**src/design/iepc_pkg.sv**
```systemverilog
// iepc_pkg: shared constants and types of the interrupt and power controller
// assumes an AHB-Lite register slave with word-aligned registers
//
// Behaviour
// enable register, global bit seven, seven sources
// level register, seven source bits, bit seven unused
// forward enabled sources; high preempts low only
// equal levels resolved external A first, watchdog last
// watchdog source only in timer mode
// serial sleep bit stops serial clock
// idle functional blocks get no clock
// running watchdog blocks power-down entry
// power-down stops the oscillator
// power-down wins over idle in one write
// idle/power-down bits set mode, clear on wake
// idle stops only CPU and converter
// idle entry aborts running conversion
// idle takes effect right after the write
// idle keeps all register contents
// enabled interrupt ends idle, CPU vectors
// hardware reset ends idle like power-on
// internal clock is oscillator divided by two
// spare flags plain storage, reserved bits zero
package iepc_pkg;
  localparam int NUM_SRC = 7;
  // register byte addresses
  localparam logic [7:0] ADDR_ENABLE = 8'h00;
  localparam logic [7:0] ADDR_LEVEL = 8'h04;
  localparam logic [7:0] ADDR_POWER = 8'h08;
  localparam logic [7:0] ADDR_STATUS = 8'h0C;
  // field positions
  localparam int GLOBAL_EN_BIT = 7;
  localparam int BAUD_BIT = 7;
  localparam int SLEEP_BIT = 6;
  localparam int FLAG1_BIT = 3;
  localparam int FLAG0_BIT = 2;
  localparam int PDOWN_BIT = 1;
  localparam int IDLE_BIT = 0;
  localparam int WDT_SRC = 6;
  localparam int ADC_SRC = 5;
  localparam int TMR_A_SRC = 1;
  localparam int TMR_B_SRC = 3;
  // masks and reset values
  localparam logic [7:0] LEVEL_MASK = 8'h7F;
  localparam logic [7:0] POWER_MASK = 8'hCF;
  localparam logic [7:0] REG_RESET = 8'h00;
  localparam logic [7:0] VEC_BASE = 8'h03;
  localparam logic [7:0] VEC_STEP = 8'h08;
  localparam logic [1:0] HTRANS_NONSEQ = 2'h2;
  typedef enum logic [1:0] {MODE_RUN, MODE_IDLE, MODE_PDOWN} iepc_mode_type;
  // request presented to the CPU core
  typedef struct packed {
    logic valid;
    logic high;
    logic [7:0] vector;
  } iepc_cpu_irq_type;
  // run enables toward the clock gates
  typedef struct packed {
    logic osc_run;
    logic cpu_run;
    logic adc_run;
    logic serial_run;
    logic timer_a_run;
    logic timer_b_run;
  } iepc_gate_type;
endpackage

```
**src/design/iepc_arbiter.sv**
```systemverilog
// iepc_arbiter: picks the request to forward to the CPU
// assumes requests already masked by the enable bits
`timescale 1ns/1ps
`default_nettype none
module iepc_arbiter #(
  parameter int N = 7
) (
  input wire logic [N-1:0] req,
  input wire logic [N-1:0] level,
  input wire logic svc_high,
  input wire logic svc_low,
  output iepc_pkg::iepc_cpu_irq_type irq
);
  logic [N-1:0] hi_req;
  logic [N-1:0] lo_req;
  logic [N-1:0] pick;
  logic [7:0] vec;
  // split requests by level
  genvar i;
  generate
    for (i = 0; i < N; i++) begin : g_split
      assign hi_req[i] = req[i] & level[i];
      assign lo_req[i] = req[i] & ~level[i];
    end
  endgenerate
  // lowest index wins inside a level
  always_comb begin
    pick = (|hi_req) ? hi_req : lo_req;
    vec = iepc_pkg::VEC_BASE;
    for (int k = N - 1; k >= 0; k--) begin
      if (pick[k]) begin
        vec = iepc_pkg::VEC_BASE + 8'(k) * iepc_pkg::VEC_STEP;
      end
    end
  end
  // high preempts low service, never the reverse
  always_comb begin
    irq.high = |hi_req;
    irq.vector = vec;
    irq.valid = (irq.high & ~svc_high) | (~irq.high & |lo_req & ~svc_high & ~svc_low);
  end
endmodule
`default_nettype wire

```
**src/design/iepc_gate.sv**
```systemverilog
// iepc_gate: run enables for clock gates and the half-rate phase
// assumes clk is the oscillator input and gates sit outside
`timescale 1ns/1ps
`default_nettype none
module iepc_gate (
  input wire logic clk,
  input wire logic rst_n,
  input wire iepc_pkg::iepc_mode_type mode,
  input wire logic serial_sleep,
  input wire logic [1:0] timer_cmd,
  output iepc_pkg::iepc_gate_type gate,
  output logic sys_phase
);
  typedef struct packed {
    logic phase;
  } iepc_gate_state_type;
  iepc_gate_state_type s;
  iepc_gate_state_type next_s;
  logic pdown;
  // divide by two so input duty cycle is irrelevant; frozen when osc stops
  always_comb begin
    next_s = s;
    if (mode != iepc_pkg::MODE_PDOWN) begin
      next_s.phase = ~s.phase;
    end
  end
  always_ff @(posedge clk or negedge rst_n) begin
    if (!rst_n) begin
      s <= '0;
    end else begin
      s <= next_s;
    end
  end
  assign sys_phase = s.phase;
  assign pdown = (mode == iepc_pkg::MODE_PDOWN);
  // idle stops cpu and converter only
  always_comb begin
    gate.osc_run = ~pdown;
    gate.cpu_run = (mode == iepc_pkg::MODE_RUN);
    gate.adc_run = (mode == iepc_pkg::MODE_RUN);
    gate.serial_run = ~pdown & ~serial_sleep;
    gate.timer_a_run = ~pdown & timer_cmd[0];
    gate.timer_b_run = ~pdown & timer_cmd[1];
  end
endmodule
`default_nettype wire

```
**src/design/iepc_ctrl.sv**
```systemverilog
// iepc_ctrl: interrupt enable/level registers and power-mode control
// assumes AHB-Lite master with single word transfers, zero wait states
//
// Chosen here: the AHB-Lite slave port and the placing of the registers.
`timescale 1ns/1ps
`default_nettype none
module iepc_ctrl (
  input wire logic clk,
  input wire logic rst_n,
  input wire logic hsel,
  input wire logic [7:0] haddr,
  input wire logic [1:0] htrans,
  input wire logic hwrite,
  input wire logic [2:0] hsize,
  input wire logic [31:0] hwdata,
  input wire logic hready,
  output logic hreadyout,
  output logic hresp,
  output logic [31:0] hrdata,
  input wire logic [5:0] src_req,
  input wire logic wdt_underflow,
  input wire logic wdt_timer_mode,
  input wire logic wdt_running,
  input wire logic [1:0] timer_run_cmd,
  input wire logic cpu_ack,
  input wire logic cpu_reti,
  output iepc_pkg::iepc_cpu_irq_type cpu_irq,
  output iepc_pkg::iepc_gate_type gate,
  output logic adc_abort,
  output logic wdt_chip_reset,
  output logic baud_double,
  output logic sys_phase
);
  typedef struct packed {
    logic [7:0] enable;
    logic [7:0] level;
    logic [7:0] power;
    iepc_pkg::iepc_mode_type mode;
    logic wd_flag;
    logic svc_high;
    logic svc_low;
    logic dp_valid;
    logic dp_write;
    logic [7:0] dp_addr;
    logic [7:0] rdata;
    logic adc_abort;
    logic chip_reset;
  } iepc_state_type;

  iepc_state_type s;
  iepc_state_type next_s;
  logic [iepc_pkg::NUM_SRC-1:0] pending;
  logic [iepc_pkg::NUM_SRC-1:0] masked;
  logic accept;
  logic wr_now;
  logic wake;
  logic [7:0] wdat;
  logic [7:0] status;
  iepc_pkg::iepc_cpu_irq_type arb_irq;

  // requests from peripherals plus the latched watchdog flag
  assign pending = {s.wd_flag, src_req};
  // global and per-source enable both required
  assign masked = s.enable[iepc_pkg::GLOBAL_EN_BIT] ?
    (pending & s.enable[iepc_pkg::NUM_SRC-1:0]) : '0;
  assign wake = |masked;
  assign accept = hsel & hready & (htrans == iepc_pkg::HTRANS_NONSEQ);
  assign wr_now = s.dp_valid & s.dp_write;
  assign wdat = hwdata[7:0];

  iepc_arbiter #(
    .N(iepc_pkg::NUM_SRC)
  ) u_arb (
    .req(masked),
    .level(s.level[iepc_pkg::NUM_SRC-1:0]),
    .svc_high(s.svc_high),
    .svc_low(s.svc_low),
    .irq(arb_irq)
  );

  iepc_gate u_gate (
    .clk(clk),
    .rst_n(rst_n),
    .mode(s.mode),
    .serial_sleep(s.power[iepc_pkg::SLEEP_BIT]),
    .timer_cmd(timer_run_cmd),
    .gate(gate),
    .sys_phase(sys_phase)
  );

  // next-state: bus write, power modes, service levels, read capture
  always_comb begin
    next_s = s;
    next_s.adc_abort = 1'b0;
    next_s.chip_reset = 1'b0;
    next_s.dp_valid = accept;
    next_s.dp_write = hwrite;
    next_s.dp_addr = haddr;

    // register writes land in the data phase
    if (wr_now) begin
      if (s.dp_addr == iepc_pkg::ADDR_ENABLE) begin
        next_s.enable = wdat;
      end else if (s.dp_addr == iepc_pkg::ADDR_LEVEL) begin
        next_s.level = wdat & iepc_pkg::LEVEL_MASK;
      end else if (s.dp_addr == iepc_pkg::ADDR_POWER) begin
        // flags are plain storage, sleep bit gates the serial clock; reserved stay zero
        next_s.power[iepc_pkg::BAUD_BIT] = wdat[iepc_pkg::BAUD_BIT];
        next_s.power[iepc_pkg::SLEEP_BIT] = wdat[iepc_pkg::SLEEP_BIT];
        next_s.power[iepc_pkg::FLAG1_BIT] = wdat[iepc_pkg::FLAG1_BIT];
        next_s.power[iepc_pkg::FLAG0_BIT] = wdat[iepc_pkg::FLAG0_BIT];
        if (wdat[iepc_pkg::PDOWN_BIT]) begin
          // a running watchdog must not be frozen by a stray write
          if (!wdt_running) begin
            next_s.power[iepc_pkg::PDOWN_BIT] = 1'b1;
            next_s.mode = iepc_pkg::MODE_PDOWN;
          end
        end else if (wdat[iepc_pkg::IDLE_BIT]) begin
          next_s.power[iepc_pkg::IDLE_BIT] = 1'b1;
          next_s.mode = iepc_pkg::MODE_IDLE;
          next_s.adc_abort = 1'b1;
        end
      end else if (s.dp_addr == iepc_pkg::ADDR_STATUS) begin
        if (wdat[0]) begin
          next_s.wd_flag = 1'b0; // software clear of watchdog flag
        end
      end
    end

    // any enabled request ends idle or power-down; state otherwise kept
    if (s.mode != iepc_pkg::MODE_RUN && wake) begin
      next_s.mode = iepc_pkg::MODE_RUN;
      next_s.power[iepc_pkg::PDOWN_BIT] = 1'b0;
      next_s.power[iepc_pkg::IDLE_BIT] = 1'b0;
    end

    // cpu takes the vector: mark the level in service
    if (cpu_ack && arb_irq.valid) begin
      if (arb_irq.high) begin
        next_s.svc_high = 1'b1;
      end else begin
        next_s.svc_low = 1'b1;
      end
      // watchdog vector taken clears the watchdog flag
      if (arb_irq.vector == iepc_pkg::VEC_BASE + 8'(iepc_pkg::WDT_SRC) * iepc_pkg::VEC_STEP) begin
        next_s.wd_flag = 1'b0;
      end
    end else if (cpu_reti) begin
      // return closes the innermost level first
      if (s.svc_high) begin
        next_s.svc_high = 1'b0;
      end else begin
        next_s.svc_low = 1'b0;
      end
    end

    // underflow: interrupt in timer mode, chip reset otherwise; set wins
    if (wdt_underflow) begin
      if (wdt_timer_mode) begin
        next_s.wd_flag = 1'b1;
      end else begin
        next_s.chip_reset = 1'b1;
      end
    end

    // read data captured in the address phase, after same-edge writes
    next_s.rdata = s.rdata;
    if (accept && !hwrite) begin
      if (haddr == iepc_pkg::ADDR_ENABLE) begin
        next_s.rdata = next_s.enable;
      end else if (haddr == iepc_pkg::ADDR_LEVEL) begin
        next_s.rdata = next_s.level;
      end else if (haddr == iepc_pkg::ADDR_POWER) begin
        next_s.rdata = next_s.power & iepc_pkg::POWER_MASK;
      end else if (haddr == iepc_pkg::ADDR_STATUS) begin
        next_s.rdata = status;
      end else begin
        next_s.rdata = iepc_pkg::REG_RESET; // unmapped reads zero
      end
    end
  end

  // status view: mode, service levels, flag, request
  always_comb begin
    status = iepc_pkg::REG_RESET;
    status[0] = next_s.wd_flag;
    status[1] = arb_irq.valid;
    status[2] = next_s.svc_low;
    status[3] = next_s.svc_high;
    status[5:4] = next_s.mode;
  end

  // async reset returns every mode to run, as at power-on
  always_ff @(posedge clk or negedge rst_n) begin
    if (!rst_n) begin
      s.enable <= iepc_pkg::REG_RESET;
      s.level <= iepc_pkg::REG_RESET;
      s.power <= iepc_pkg::REG_RESET;
      s.mode <= iepc_pkg::MODE_RUN;
      s.wd_flag <= 1'b0;
      s.svc_high <= 1'b0;
      s.svc_low <= 1'b0;
      s.dp_valid <= 1'b0;
      s.dp_write <= 1'b0;
      s.dp_addr <= iepc_pkg::REG_RESET;
      s.rdata <= iepc_pkg::REG_RESET;
      s.adc_abort <= 1'b0;
      s.chip_reset <= 1'b0;
    end else begin
      s <= next_s;
    end
  end

  // outputs; zero wait, always OKAY
  assign hreadyout = 1'b1;
  assign hresp = 1'b0;
  assign hrdata = {24'h00_0000, s.rdata};
  assign cpu_irq = arb_irq;
  assign adc_abort = s.adc_abort;
  assign wdt_chip_reset = s.chip_reset;
  assign baud_double = s.power[iepc_pkg::BAUD_BIT];
endmodule
`default_nettype wire

```
**config.mk**
```make
export PLATFORM = sky130hd
export DESIGN_NAME = iepc_ctrl
export DESIGN_NICKNAME = d
export VERILOG_FILES = /design/src/design/iepc_pkg.sv /design/src/design/iepc_arbiter.sv /design/src/design/iepc_gate.sv /design/src/design/iepc_ctrl.sv
export SDC_FILE = /design/constraint.sdc
export NUM_CORES = 1
export LEC_CHECK = 0
export ABC_CLOCK_PERIOD_IN_PS = 4800
export BUFFER_PORTS_ARGS = -buffer_cell sky130_fd_sc_hd__buf_4
export CORE_UTILIZATION = 33
export CTS_BUF_LIST = sky130_fd_sc_hd__clkbuf_4 sky130_fd_sc_hd__clkbuf_8
export CTS_CLUSTER_SIZE = 10
export DETAILED_ROUTE_END_ITERATION = 8
export PLACE_DENSITY_LB_ADDON = 0.05
export SLEW_MARGIN = 20
export SYNTH_ARGS = -nofsm -noshare
export SYNTH_HDL_FRONTEND = slang
export SYNTH_SLANG_ARGS = --single-unit
```
**constraint.sdc**
```tcl
create_clock -name clk -period 4.8 [get_ports clk]
set_input_delay 0.48 -clock clk [delete_from_list [all_inputs] [get_ports clk]]
set_output_delay 0.48 -clock clk [all_outputs]
set_load 0.02 [all_outputs]
```
* After elaboration in Yosys (flattened, before gate mapping)
Cells that the tools add are included.
Storage, ports and cells: register bits after elaboration 48, input port bits 63, output and inout port bits 54, word-level logic and storage cells 124
Cells by class: equal/unequal tests 10, muxes and demuxes 50, bitwise gates (word level) 39, reduce and logical (&&, ||, !) cells 11
Operator list (number):
- $mux 6 | 9
- $mux 8 | 5
- $mux 7 | 5
- $eq 8x4->1 const B | 4
- $and 1x1->1 | 24
- $mux 1 | 21
- $reduce_or 7->1 | 3
- $mux 18 | 1
- $eq 8x3->1 const B | 2
- $logic_not 8->1 | 2
- $not 1->1 | 13
- $mux 2 | 6
- $mux 10 | 1
- $eq 8x6->1 const B | 1
- $and 7x7->7 | 1
- $eq 2x2->1 const B | 2
- $mux 4 | 1
- $logic_and 1x1->1 | 3
- $mux 3 | 1
- $logic_not 2->1 | 1
- $ne 2x2->1 const B | 1
- $reduce_bool 2->1 | 1
- $logic_not 1->1 | 1
- $or 1x1->1 | 1

* Longest topological paths before layout
word-level depth 21, gate-level depth with buffers 9, gate-level depth less buffers 7

* Modules after synthesis
A second synthesis with hierarchy kept.
Second synthesis, totals: cells, all modules 287, area, all modules 2882.8 µm²
Modules (own cells, without submodules):
- iepc_ctrl | instances 1, cells each 230, area an instance 2461.1 µm², sequential area each 1176.1 µm²
- iepc_arbiter | instances 1, cells each 49, area an instance 326.6 µm², sequential area each 0.0 µm²
- iepc_gate | instances 1, cells each 8, area an instance 95.1 µm², sequential area each 25.0 µm²

* Worst setup path before layout
Ideal clock, no wire load.
kind reg2out, start point register s[48] in the netlist's numbering, end point output cpu_irq[4] in the netlist's numbering, arrival 1997 ps, required time 4320 ps, slack 2323 ps, cell stages (with the launch flop) 9, path buffers 1, path through dfrtp_1 buf_2 nand4_1 nand4_1 nor2_1 inv_1 a21oi_1 nand2_1 a21boi_0
RTL lines:
- from (decl) | RTL line iepc_ctrl.sv:50 | iepc_state_type s;
- from (signal assigned) | RTL line iepc_ctrl.sv:210 | s <= next_s;
- to (decl) | RTL line iepc_ctrl.sv:27 | output iepc_pkg::iepc_cpu_irq_type cpu_irq,

==> qor.csv <==
metric,value,unit
DRT Wirelength,6.93,mm
CP max FO,16,
vias in the first global route,2006,
"Cell Area, Synth",2740,um2
cell taking the most area after synthesis,dfrtp_1,
design area,3190,um2
fmax,333,MHz
worst slew pin tran,643,ps
most frequent cell after synthesis,dfrtp_1,
Worst Setup End Kind,output pin,
final hold vios,0,
top post-synthesis cells by area,"dfrtp_1, buf_4, mux2_2",
Clock Skews,3.83,ps
"antenna viol nets, final",0,
LEAKAGE,1.59,nW
TritonRoute pass-1 iters,4,
outcome,finished clean,
row count,32,
power density over cell area,270,nW/um2
# port buffers,58,
flop and latch count out of synthesis,48,
Adder-Cell Fraction of Synth Area,0,%
1st-iter DRT viols,94,
die width,93.1,um
starting density of the core,34.7,%
clk_lat worst skew,310,ps
RSZ-0062 raised after global routing,false,
"Data required, critical path",4320,ps
Root Driver,clkbuf_8,
startpoint types,register,
CTS sink count,48,
most frequent cells after synthesis,"dfrtp_1, buf_4, nand2_1, nor2_1, mux2_2",
multiplexer share of the synthesized area,8.72,%
Synth Area in XOR/XNOR,0.320,%
Die Area,8670,um2
GRT Util Overall,16.4,%
Max VDD drop,146,uV
Post-CTS Setup Repair Bufs,0,
DPL Wire Length,5.28,mm
core footprint,7890,um2
H-tree Lvls,2,
largest family of logic cells by synthesized area,simple AND/OR/NAND/NOR gates,
final net count,380,
IO Count,117,
Synth cell types,59,
top-area cell type share of the netlist area,43.8,%
# Max-Cap Violations,0,
CTS tree,built,
cell count after synthesis,270,
final setup violation count,0,
DP Area,3070,um2
drt wl/cell,16.5,um
Fin Hold WS,184,ps
clock buffer depth,2,
Mapped Avg Cell Area,10.1,um2
largest net degree at the start of global routing,49,
clk slew on worst S/H paths,90,ps
GRT busiest layer,met2,
die height,93.1,um
Vias/cell,4.86,
first-pass GRT wire length,10.6,mm
grt ovf,0,
met2 Use GR,26.1,%
Synth Area in Compound Gates,14.4,%
P&R area growth vs syn,16.4,%
CTS buffer count,5,
crit path kind,register to output pin,
min Tclk post-route,3000,ps
setup TNS,0,ps
sequential share of the synthesized area,43.8,%
drt drc,0,
"EDFF count, synth",0,
Final Util,40.5,%
total power,0.861,mW
ANT cells,0,
ys async rst share,100,%
yosys warns,0,
grt met1 use,22.6,%
"Primary FF master, synth",dfrtp_1,
vias,2040,
post-CTS sizing,0,
area share of and/or/nand/nor cells after synthesis,18.3,%
Hold WC Path Type,input port to async pin,
Crit path arrival time,2520,ps
Tcrit/Tclk final,62.5,%
Final Max Slew Viols,0,
Max-slew headroom,57.1,%
hold_buf cts,0,
GP Congestion,0.822,
initial antenna violation count,0,
met3 global-route usage,3.17,%
share of layout cells above drive strength 1,29.2,%
flip-flops by register name, indices dropped and copies added, names as in the netlist:
name              flops
s                    35
hrdata                8
adc_abort             1
baud_double           1
pending               1
u_gate.sys_phase      1
wdt_chip_reset        1
power by group:
group | switching (mW) | total, mW | internal (mW)
sequential | 0.0119 | 0.432 | 0.421
clock | 0.147 | 0.318 | 0.171
combinational | 0.0687 | 0.110 | 0.0417
total | 0.228 | 0.861 | 0.633
through the flow:
step / cells / worst slack (ps)
4_1_cts: 420 / 1750
5_1_grt: 420 / 1520
2_1_floorplan: 299 / 2320
6_report: 420 / 1800
3_5_place_dp: 412 / 2110
3_3_place_gp: 412 / 2120
logic make-up after synthesis:
| kind of cell | after synthesis |
|---|---|
| other | 2 |
| multiplexers | 20 |
| flip-flops | 48 |
| XOR/XNOR | 1 |
| AND/OR/NAND/NOR | 86 |
| buffers and inverters | 58 |
| AO/OA/AOI/OAI | 55 |
critical path: stages (launching register included):
cell and delay [ps]:
dfrtp_1 550, nand4_1 220, nand4_1 260, nor2_1 360
inv_1 140, a21oi_1 240, nand2_1 80, a21boi_0 170
buf_4 170
per-layer routing:
metal / wire length, um / vias up / part of all wire (%)
met4: 74 / 0 / 1.1
met5: 0 / - / 0
met3: 290 / 8 / 4.2
met1: 3370 / 985 / 49
li1: - / 1000 / -
met2: 3190 / 47 / 46
final cells by class:
type                       count  area (um2)
fill                         802        4700
sequential                    48        1200
clock inverter                 2        38.8
tap                          102         128
inverter                      10        37.5
timing repair buffer          59         443
multi-input combinational    193        1260
clock buffer                   6        82.6
placed cells by master, fill, tap and decap left out, types with 2 or more instances in the layout:
master and n:
a32oi_1 2, a31oi_1 3, nand4_1 9, nand3_1 11, inv_1 10, nor3_1 3, nand2_1 18, o211a_1 2
mux2_4 4, o31ai_1 3, o21ai_1 3, nand2b_1 3, buf_4 59, o22ai_1 2, nor2_1 16, clkbuf_8 6
o211ai_1 3, nand4b_1 4, a211oi_1 3, nor2b_1 3, a21boi_0 2, dfrtp_1 48, o21bai_1 2, conb_1 31
o21ai_0 8, o32a_1 2, and3_1 2, mux2_2 15, a21oi_1 8, or2_2 2, and2_1 4
path summary, 6_finish.rpt:
check                                  from          endpoint  slack [ps]  cells after the start
max                                   s[48]        cpu_irq[4]        1800                      8
max in group asynchronous             rst_n             s[46]        4180                      1
max reg2reg                           s[15]         hrdata[5]        2270                      5
min                                   rst_n             s[25]         180                      1
min reg2reg                u_gate.sys_phase  u_gate.sys_phase         480                      1
min in group clk                   haddr[0]             s[10]         280                      1
Power figures use the tool's default switching activity.
